File: src/ppm_pkg.sv
// Constants, field layout and carrier types of the per-port power management register bank.
// Assumes one core clock, an active-low fundamental reset and a synchronous hot reset pulse.
// Summary of operation
// - A sticky 3-bit auxiliary current field codes self powered up to 375 mA and comes out of reset at code 7.
// - The D1 and D2 support flags of the capability word always read zero.
// - A sticky 5-bit wake support field comes out of reset at 11001b, marking the states in which wakes are forwarded.
// - A 2-bit read-write power state field selects and reports D0 (code 0) or D3hot (code 3) and resets to 0.
// - A context preserved flag resets to one and says the port keeps its context when going from D3hot to D0.
// - Wake messages of the port are sent only while the sticky wake enable bit is set; it clears on full reset.
// - A hot reset leaves the wake enable bit unchanged; only the fundamental reset restores it.
// - The sticky wake status bit sets whenever the port itself raises a wake, enabled or not; writing one clears it.
// - A wake that is only forwarded through the bridge does not set the wake status bit.
// - The upstream port never originates a wake, so its wake status bit always reads zero.
// - Data select, data scale and data fields are read-only and read zero.
// - The bus state support and bus power/clock control enable bits read zero.
package ppm_pkg;

  // register byte addresses
  localparam logic [11:0] PPM_OFS_CAP = 12'h0C0;
  localparam logic [11:0] PPM_OFS_CSR = 12'h0C4;
  localparam logic [11:0] PPM_OFS_IRQ_STS = 12'h100;
  localparam logic [11:0] PPM_OFS_IRQ_MASK = 12'h104;

  // capability word fields
  localparam int PPM_CAP_AUX_LSB = 22;
  localparam int PPM_CAP_AUX_W = 3;
  localparam int PPM_CAP_D1_BIT = 25;
  localparam int PPM_CAP_D2_BIT = 26;
  localparam int PPM_CAP_SUP_LSB = 27;
  localparam int PPM_CAP_SUP_W = 5;

  // control/status word fields
  localparam int PPM_CSR_PS_LSB = 0;
  localparam int PPM_CSR_PS_W = 2;
  localparam int PPM_CSR_CTX_BIT = 3;
  localparam int PPM_CSR_WEN_BIT = 8;
  localparam int PPM_CSR_DATA_SEL_LSB = 9;
  localparam int PPM_CSR_DATA_SCALE_LSB = 13;
  localparam int PPM_CSR_WSTS_BIT = 15;
  localparam int PPM_CSR_BSS_BIT = 22;
  localparam int PPM_CSR_BPCC_BIT = 23;
  localparam int PPM_CSR_DATA_LSB = 24;

  // reset values and fixed values
  localparam logic [2:0] PPM_AUX_RST = 3'h7;
  localparam logic [4:0] PPM_SUP_RST = 5'h19;
  localparam logic [1:0] PPM_PS_D0 = 2'h0;
  localparam logic [1:0] PPM_PS_D3HOT = 2'h3;
  localparam logic PPM_CTX_RST = 1'h1;
  localparam logic PPM_WEN_RST = 1'h0;
  localparam logic PPM_WSTS_RST = 1'h0;
  localparam logic PPM_D1_SUP = 1'h0;
  localparam logic PPM_D2_SUP = 1'h0;
  localparam logic [3:0] PPM_DATA_SEL_VAL = 4'h0;
  localparam logic [1:0] PPM_DATA_SCALE_VAL = 2'h0;
  localparam logic [7:0] PPM_DATA_VAL = 8'h00;
  localparam logic PPM_BSS_VAL = 1'h0;
  localparam logic PPM_BPCC_VAL = 1'h0;

  // interrupt status/mask layout
  localparam int PPM_IRQ_W = 3;
  localparam int PPM_IRQ_OWN_WAKE = 0;
  localparam int PPM_IRQ_FWD_WAKE = 1;
  localparam int PPM_IRQ_PS_CHG = 2;
  localparam logic [2:0] PPM_IRQ_MASK_RST = 3'h0;

  typedef struct packed {
    logic wr;
    logic rd;
    logic [11:0] addr;
    logic [31:0] wdata;
  } ppm_bus_req_t;

  typedef struct packed {
    logic own_wake;
    logic fwd_wake;
  } ppm_wake_evt_t;

  typedef enum logic [1:0] {
    PPM_ST_D0 = 2'b01,
    PPM_ST_D3HOT = 2'b10
  } ppm_pwr_st_t;

endpackage : ppm_pkg

File: src/ppm_irq.sv
// Sticky event status with read-to-clear, a mask of the same layout and one level interrupt.
// Assumes the caller gives a one-cycle read pulse for the status register.
`timescale 1ns/1ps
`default_nettype none
module ppm_irq
  import ppm_pkg::*;
(
  // clock and reset
  input wire logic clk,
  input wire logic arst_n,
  // events
  input wire logic [ppm_pkg::PPM_IRQ_W-1:0] evt_set,
  // register access
  input wire logic sts_rd,
  input wire logic mask_wr,
  input wire logic [ppm_pkg::PPM_IRQ_W-1:0] mask_wdata,
  // state
  output logic [ppm_pkg::PPM_IRQ_W-1:0] sts,
  output logic [ppm_pkg::PPM_IRQ_W-1:0] mask,
  output logic irq
);
  typedef struct packed {
    logic [PPM_IRQ_W-1:0] sts;
    logic [PPM_IRQ_W-1:0] mask;
  } ppm_irq_st_t;

  ppm_irq_st_t st_reg;
  ppm_irq_st_t st_next;
  logic [PPM_IRQ_W-1:0] sts_nx;

  // set wins over the clear of a read in the same cycle
  genvar gi;
  generate
    for (gi = 0; gi < PPM_IRQ_W; gi++) begin : g_bit
      assign sts_nx[gi] = evt_set[gi] | (st_reg.sts[gi] & ~sts_rd);
    end
  endgenerate

  always_comb begin
    st_next = st_reg;
    st_next.sts = sts_nx;
    if (mask_wr) begin
      st_next.mask = mask_wdata;
    end
  end

  always_ff @(posedge clk or negedge arst_n) begin
    if (!arst_n) begin
      st_reg <= '{sts: '0, mask: PPM_IRQ_MASK_RST};
    end else begin
      st_reg <= st_next;
    end
  end

  assign sts = st_reg.sts;
  assign mask = st_reg.mask;
  assign irq = |(st_reg.sts & st_reg.mask);
endmodule : ppm_irq
`default_nettype wire

File: src/ppm_regs.sv
// Power management capability and control/status registers of one switch port.
// Assumes a single-cycle strobe register port, a fundamental reset on arst_n and a
// one-cycle hot reset pulse synchronous to clk. Event inputs are one-cycle pulses.
//
// Added by the designer: the strobed register port.
`timescale 1ns/1ps
`default_nettype none
module ppm_regs
  import ppm_pkg::*;
(
  // clock and resets
  input wire logic clk,
  input wire logic arst_n,
  input wire logic hot_rst,
  // port role and lock control
  input wire logic is_upstream,
  input wire logic cfg_unlock,
  // register port
  input wire ppm_pkg::ppm_bus_req_t bus,
  output logic [31:0] rd_data,
  // wake events from the port logic
  input wire ppm_pkg::ppm_wake_evt_t wake_evt,
  // power management outputs
  output logic wake_msg_send,
  output logic [1:0] power_state_sel,
  output logic in_d3hot,
  output logic context_reset,
  output logic irq
);
  typedef struct packed {
    logic [2:0] aux_current_req;
    logic [4:0] wake_support;
    logic [1:0] power_state_sel;
    ppm_pwr_st_t pwr_st;
    logic context_preserved_flag;
    logic wake_msg_enable;
    logic wake_msg_status;
    logic [31:0] rd_data;
    logic wake_msg_send;
    logic context_reset;
  } ppm_st_t;

  ppm_st_t st_reg;
  ppm_st_t st_next;

  // decoded accesses
  logic wr_cap;
  logic wr_csr;
  logic wr_mask;
  logic rd_cap;
  logic rd_csr;
  logic rd_sts;
  logic rd_mask;
  logic own_wake;
  logic ps_change;
  logic [PPM_IRQ_W-1:0] irq_set;
  logic [PPM_IRQ_W-1:0] irq_sts;
  logic [PPM_IRQ_W-1:0] irq_mask;
  logic [31:0] cap_word;
  logic [31:0] csr_word;
  logic [1:0] ps_wr;
  logic ps_wr_ok;

  assign wr_cap = bus.wr && (bus.addr == PPM_OFS_CAP);
  assign wr_csr = bus.wr && (bus.addr == PPM_OFS_CSR);
  assign wr_mask = bus.wr && (bus.addr == PPM_OFS_IRQ_MASK);
  assign rd_cap = bus.rd && (bus.addr == PPM_OFS_CAP);
  assign rd_csr = bus.rd && (bus.addr == PPM_OFS_CSR);
  assign rd_sts = bus.rd && (bus.addr == PPM_OFS_IRQ_STS);
  assign rd_mask = bus.rd && (bus.addr == PPM_OFS_IRQ_MASK);

  // the upstream port never originates a wake, whatever the port logic claims
  assign own_wake = wake_evt.own_wake && !is_upstream;

  // only the two supported codes are accepted; D1/D2 writes keep the old state
  assign ps_wr = bus.wdata[PPM_CSR_PS_LSB +: PPM_CSR_PS_W];
  assign ps_wr_ok = (ps_wr == PPM_PS_D0) || (ps_wr == PPM_PS_D3HOT);
  assign ps_change = wr_csr && ps_wr_ok && (ps_wr != st_reg.power_state_sel) && !hot_rst;

  // read views; unlisted positions stay zero
  always_comb begin
    cap_word = 32'h0000_0000;
    cap_word[PPM_CAP_AUX_LSB +: PPM_CAP_AUX_W] = st_reg.aux_current_req;
    cap_word[PPM_CAP_D1_BIT] = PPM_D1_SUP;
    cap_word[PPM_CAP_D2_BIT] = PPM_D2_SUP;
    cap_word[PPM_CAP_SUP_LSB +: PPM_CAP_SUP_W] = st_reg.wake_support;
  end

  always_comb begin
    csr_word = 32'h0000_0000;
    csr_word[PPM_CSR_PS_LSB +: PPM_CSR_PS_W] = st_reg.power_state_sel;
    csr_word[PPM_CSR_CTX_BIT] = st_reg.context_preserved_flag;
    csr_word[PPM_CSR_WEN_BIT] = st_reg.wake_msg_enable;
    csr_word[PPM_CSR_DATA_SEL_LSB +: 4] = PPM_DATA_SEL_VAL;
    csr_word[PPM_CSR_DATA_SCALE_LSB +: 2] = PPM_DATA_SCALE_VAL;
    csr_word[PPM_CSR_WSTS_BIT] = st_reg.wake_msg_status && !is_upstream;
    csr_word[PPM_CSR_BSS_BIT] = PPM_BSS_VAL;
    csr_word[PPM_CSR_BPCC_BIT] = PPM_BPCC_VAL;
    csr_word[PPM_CSR_DATA_LSB +: 8] = PPM_DATA_VAL;
  end

  // interrupt events: own wake, forwarded wake, power state change
  always_comb begin
    irq_set = '0;
    irq_set[PPM_IRQ_OWN_WAKE] = own_wake;
    irq_set[PPM_IRQ_FWD_WAKE] = wake_evt.fwd_wake;
    irq_set[PPM_IRQ_PS_CHG] = ps_change;
  end

  ppm_irq u_irq (
    .clk(clk),
    .arst_n(arst_n),
    .evt_set(irq_set),
    .sts_rd(rd_sts),
    .mask_wr(wr_mask),
    .mask_wdata(bus.wdata[PPM_IRQ_W-1:0]),
    .sts(irq_sts),
    .mask(irq_mask),
    .irq(irq)
  );

  always_comb begin
    st_next = st_reg;
    st_next.wake_msg_send = 1'b0;
    st_next.context_reset = 1'b0;

    // sticky capability fields, written by software or the EEPROM loader
    if (wr_cap) begin
      st_next.aux_current_req = bus.wdata[PPM_CAP_AUX_LSB +: PPM_CAP_AUX_W];
      st_next.wake_support = bus.wdata[PPM_CAP_SUP_LSB +: PPM_CAP_SUP_W];
    end

    if (wr_csr) begin
      if (ps_wr_ok) begin
        st_next.power_state_sel = ps_wr;
      end
      // lockable: only takes a write while the init path holds the lock open
      if (cfg_unlock) begin
        st_next.context_preserved_flag = bus.wdata[PPM_CSR_CTX_BIT];
      end
      // the loader sets this during EEPROM load to arm wake from D3cold
      st_next.wake_msg_enable = bus.wdata[PPM_CSR_WEN_BIT];
    end

    // write one clears; a wake in the same cycle wins
    if (wr_csr && bus.wdata[PPM_CSR_WSTS_BIT]) begin
      st_next.wake_msg_status = 1'b0;
    end
    // forwarded wakes never reach this bit
    if (own_wake) begin
      st_next.wake_msg_status = 1'b1;
    end

    // wake message goes out only while enabled; status is set either way
    st_next.wake_msg_send = own_wake && st_reg.wake_msg_enable;

    // power state tracker
    case (st_reg.pwr_st)
      PPM_ST_D0: begin
        if (wr_csr && ps_wr == PPM_PS_D3HOT) begin
          st_next.pwr_st = PPM_ST_D3HOT;
        end
      end
      PPM_ST_D3HOT: begin
        if (wr_csr && ps_wr == PPM_PS_D0) begin
          st_next.pwr_st = PPM_ST_D0;
          // context is wiped on return only when the port does not keep it
          st_next.context_reset = !st_reg.context_preserved_flag;
        end
      end
      default: begin
        st_next.pwr_st = PPM_ST_D0;
      end
    endcase

    // hot reset restores the non-sticky fields only; sticky ones ride through
    if (hot_rst) begin
      st_next.power_state_sel = PPM_PS_D0;
      st_next.pwr_st = PPM_ST_D0;
      st_next.context_preserved_flag = PPM_CTX_RST;
      st_next.context_reset = 1'b0;
      st_next.wake_msg_enable = st_reg.wake_msg_enable;
    end

    // read data, one cycle after the strobe; unmapped reads return zero
    st_next.rd_data = 32'h0000_0000;
    if (rd_cap) begin
      st_next.rd_data = cap_word;
    end
    if (rd_csr) begin
      st_next.rd_data = csr_word;
    end
    if (rd_sts) begin
      st_next.rd_data = {{(32-PPM_IRQ_W){1'b0}}, irq_sts};
    end
    if (rd_mask) begin
      st_next.rd_data = {{(32-PPM_IRQ_W){1'b0}}, irq_mask};
    end
  end

  // sticky and non-sticky fields alike return to default on the fundamental reset
  always_ff @(posedge clk or negedge arst_n) begin
    if (!arst_n) begin
      st_reg.aux_current_req <= PPM_AUX_RST;
      st_reg.wake_support <= PPM_SUP_RST;
      st_reg.power_state_sel <= PPM_PS_D0;
      st_reg.pwr_st <= PPM_ST_D0;
      st_reg.context_preserved_flag <= PPM_CTX_RST;
      st_reg.wake_msg_enable <= PPM_WEN_RST;
      st_reg.wake_msg_status <= PPM_WSTS_RST;
      st_reg.rd_data <= 32'h0000_0000;
      st_reg.wake_msg_send <= 1'b0;
      st_reg.context_reset <= 1'b0;
    end else begin
      st_reg <= st_next;
    end
  end

  assign rd_data = st_reg.rd_data;
  assign wake_msg_send = st_reg.wake_msg_send;
  assign power_state_sel = st_reg.power_state_sel;
  assign in_d3hot = (st_reg.pwr_st == PPM_ST_D3HOT);
  assign context_reset = st_reg.context_reset;
endmodule : ppm_regs
`default_nettype wire

File: config.mk
export PLATFORM = sky130hd
export DESIGN_NAME = ppm_regs
export DESIGN_NICKNAME = d
export VERILOG_FILES = /design/src/ppm_pkg.sv /design/src/ppm_irq.sv /design/src/ppm_regs.sv
export SDC_FILE = /design/constraint.sdc
export NUM_CORES = 1
export LEC_CHECK = 0
export ABC_CLOCK_PERIOD_IN_PS = 2400
export BUFFER_PORTS_ARGS = -buffer_cell sky130_fd_sc_hd__buf_2
export CAP_MARGIN = 10
export CORE_UTILIZATION = 40
export DETAILED_ROUTE_END_ITERATION = 7
export HOLD_SLACK_MARGIN = 0.15
export PLACE_DENSITY_LB_ADDON = 0.3
export SLEW_MARGIN = 10
export SYNTH_ARGS = -nofsm -noshare
export SYNTH_HDL_FRONTEND = slang
export SYNTH_HIERARCHICAL = 1
export SYNTH_SLANG_ARGS = --single-unit
File: constraint.sdc
create_clock -name clk -period 2.4 [get_ports clk]
set_input_delay 0.36 -clock clk [delete_from_list [all_inputs] [get_ports clk]]
set_output_delay 0.36 -clock clk [all_outputs]
set_load 0.005 [all_outputs]
# Word-level counts from Yosys, hierarchy flattened
# Index checks and enable logic that the tools add are counted.
# word_totals
reg_bits,55
in_bits,53
out_inout_bits,38
word_cells,78
# classes
n_eq_ne,10
n_mux,17
n_bitwise,9
n_reduce_logical,30
# op_table
operator,count
2-to-1 mux 32 bit,4
"== test 12 x 8 -> 1 bit, second input constant",2
"== test 12 x 9 -> 1 bit, second input constant",2
logical AND 1 bit,16
2-to-1 mux 2 bit,5
AND reduction 2 bit,4
nonzero test 2 bit,4
2-to-1 mux 1 bit,6
2-to-1 mux 6 bit,1
"== test 2 bit, second input constant",2
case mux 2 bit (2 select lines),1
bitwise AND 1 bit,3
bitwise AND 3 bit,1
zero test 1 bit,3
"!= test 3 x 2 -> 1 bit, second input constant",1
"!= test 3 bit, second input constant",1
OR 1 bit,3
OR reduction 3 bit,1
"== test 2 x 1 -> 1 bit, second input constant",1
zero test 2 bit,1
!= test 2 bit,1
NOT 1 bit,2
logical OR 1 bit,1

# Logic depth before layout (Yosys ltp)
# depth
word_depth,6
depth_mapped,5
mapped_depth_nobuf,5

# Hierarchy
# The synthesis kept the hierarchy.
# by_module_without_submodules
mod,n_inst,cells_each,area_each_um2,seq_area_each_um2
ppm_regs,1,143,1616.6,785.8
ppm_irq,1,15,225.2,150.1

# Worst setup path before layout
# No wires, ideal clock.
# synth_timing
path_type,input port to flip-flop
startpoint,in bus[41] (netlist name)
endpoint,reg st_reg (netlist bit cap_word[28])
setup_time_ns,0.125
t_arrival_ns,1.783
t_required_ns,2.275
path_slack_ns,0.493
path_stages,3
n_path_buf,0
cell_sequence,or4_1 -> nor4b_4 -> mux2_2
# synth_via
elab_chain_len,2
# synth_lines
element,line_no,text
from (decl),ppm_regs.sv:19,"input wire ppm_pkg::ppm_bus_req_t bus,"
== test 12 x 8 -> 1 bit,ppm_regs.sv:64,assign wr_cap = bus.wr && (bus.addr == PPM_OFS_CAP);
logical AND 1 bit,ppm_regs.sv:64,
to (signal assigned),ppm_regs.sv:215,st_reg <= st_next;
to (decl),ppm_regs.sv:43,ppm_st_t st_reg;
# Every way passes these cells.
# A chain may end at the register's enable or synchronous reset.

# Worst setup path in the final report
# layout_timing
startpoint,in bus[41] (netlist name)
endpoint,reg st_reg (netlist bit cap_word[29])
# The elaborated chain is that of the path after synthesis.

==> results.ini <==
[sta]
worst_slack_ps=581.8
fin_crit_ps=1818
tightest_slew_ps=810.2
tns_ps=0
hold_viol_final=0
fmax_mhz=550.0
fin_hold_ws_ps=160.0
fin_crit_sh_pct=75.76
grt_setup_unrepaired=false
finalSetupViolations=0
finalMaxSlewViolations=0
clock_skew_ps=3.604
slew_headroom_pct=45.99

[run_status]
outcome=completed

[floorplanning]
die_h_um=69.86
die-area_um2=4880
core_um2=4384
rows=24
fp.dieW_um=69.86
start_util_pct=42.01
ios=91

[yosys]
synth_ff_type=dfrtp_1
synth_warnings=6
ys_types=37
synth_area_um2=1842
synth_area_per_cell_um2=11.66
seq_area_frac_synth_pct=50.82
yosys_register_bits=37
netlist_instances=158
async_flop_share_pct=100.0
synth_edf_count=0

[placement]
numPortBuffers=54
gp_congestion=0.9330
dpl.cell_count=250
place_ws_ps=255.6
dp_hpwl_um=2508

[drt]
drt-initial-drc-count=51
ant_nets=0
firstDrtPassIters=4
drc_errors=0
viasPerCell=4.845
post_drt_wl_per_cell_um=12.68
num_vias=1250
drt_wl_total_um=3271

[setup_path]
reg2reg_from=power_state_sel[0]
crit_path_end=cap_word[29]
rrSetupSlack_ps=1220
worst-setup-path-type=input pin to flop
r2r_cells=3
worstSetupStartpoint=bus[41]
critical_path_peak_fanout=5
worstPathArrival_ps=1990
crit_path_end_kind=flop
worstPathRequired_ps=2580
crit_path_start_kind=input pin
r2r_end=u_irq/sts[2]

[clock_tree]
ctsRootBufferMaster=clkbuf_8
htreeDepth=2
post_cts.repair.setup_buffers=0
cts_buffers=5
holdBufCountCts=0
tritoncts=done
cts_sinks=37
clk_latency_ps=290
clk_path_buf_depth=2
cts_resized=0
clk_pin_slew_ps=70

[power]
power_density_nw_per_um2=553.8
total_leakage_power_nw=1.116
irDropWorstVdd_uv=209.3

[global_routing]
antenna_found_initial=0
grt_usage_pct=15.06
grt_pass1_vias=1192
gr-total-overflow=0
grt_pass1_wl_um=5554
grt_max_degree=38

[finish]
drive_gt1_share_pct=42.23
largest_reg_flops=14
final_cells=258
area_growth_pct=14.74
antenna_cells=0
fin_nets=260
top_register=rd_data

[job]
max_cap_viol_count=0

[min_path]
hold_path.class=input pin to asynchronous set/reset pin

[final cells by class]
type | count | area, µm²
fillers | 403 | 2271
flip-flops and latches | 37 | 935.9
multi-input cells | 98 | 691.9
repair buffers | 58 | 300.3
clock buffers | 7 | 96.34
well taps | 52 | 65.06
inverters | 5 | 18.77
clock inverters | 1 | 5.005
[logic make-up after synthesis]
family | synth area share (%)
AND/OR/NAND/NOR | 17.19
buffers and inverters | 15.08
flip-flops | 50.82
AO/OA/AOI/OAI | 6.522
multiplexers | 7.880
adder cells (fa/ha/maj) | 1.358
XOR/XNOR | 0.9513
other | 0.2036
[layer usage]
metal | track usage [%] | part of all wire [%] | wire length [µm] | vias to the layer above
li1 | - | - | - | 600
met5 | 0 | 0 | 0 | -
met4 | 9.111 | 2.8 | 91 | 0
met1 | 18.81 | 42 | 1373 | 589
met2 | 22.97 | 48 | 1585 | 51
met3 | 4.473 | 6.7 | 220 | 10
[synthesized netlist by cell type, types with 2 or more instances]
| cell | n | area share, % |
|---|---|---|
| nor3b_1 | 3 | 1.2 |
| dfstp_2 | 8 | 11 |
| and4_1 | 2 | 0.95 |
| dfrtp_1 | 29 | 39 |
| nor4_1 | 2 | 0.68 |
| and2_1 | 9 | 3.1 |
| and4b_1 | 3 | 1.6 |
| nand3_1 | 5 | 1.4 |
| ha_1 | 2 | 1.4 |
| xnor2_1 | 2 | 0.95 |
| nor2b_1 | 2 | 0.68 |
| mux2_1 | 3 | 1.8 |
| o21ai_0 | 5 | 1.4 |
| buf_4 | 34 | 14 |
| mux2_2 | 9 | 5.5 |
| nand4_1 | 3 | 1.0 |
| inv_1 | 5 | 1.0 |
| and3_1 | 5 | 1.7 |
| a21o_1 | 3 | 1.2 |
| a21oi_1 | 4 | 1.1 |
| nor2_1 | 4 | 0.81 |
[metrics by stage]
stage / util, % / cell area, µm² / power, mW
after floorplan: - / 1906 / 0.6819
after global placement: 45.89 / 2012 / 0.7120
after detailed placement: 45.89 / 2012 / 0.7127
after CTS: 48.20 / 2113 / 1.184
after global routing: 48.20 / 2113 / 1.230
final: 48.20 / 2113 / 1.170
[worst min-delay path by stage]
stage / end / slack [ps] / cells after the start
floorplan: cap_word[28] / 60 / 0
global placement: st_reg[34] / 460 / 1
detailed placement: rd_data[28] / 460 / 1
CTS: u_irq/mask[2] / 180 / 1
global route: st_reg[38] / 210 / 1
finish: u_irq/mask[2] / 160 / 1
[power breakdown]
part,switching (mW),internal [mW]
Combinational,0.0454,0.0297
Sequential,0.000465,0.625
Clock,0.210,0.259
[placed cells by master (no fill, tap or decap), drive strengths merged]
master	synthesis	routed
mux2	12	12
nand3	5	5
ha	2	2
and3	5	5
clkinv	0	1
a2111oi	1	1
o21ai	5	5
and4b	3	3
nand2b	1	1
nor3	1	1
and4	2	2
dfrtp	29	29
a222oi	1	1
nor4b	1	1
o21a	1	1
a21oi	4	4
nor2	4	4
or4	2	2
a21o	4	4
nor4	3	3
and2	9	9
nand4b	1	1
nor3b	3	3
buf	34	58
inv	5	5
a21boi	1	1
conb	1	18
xnor2	2	2
a311o	1	1
mux2i	1	1
dfstp	8	8
nand4	3	3
clkbuf	1	7
nor2b	2	2
[worst max-delay path, cell delays in order]
cell and delay, ps:
buf_2 100, or4_1 620, nor4b_4 360, buf_4 210, mux2_2 330
No activity file was read; power rests on OpenSTA's default activity.
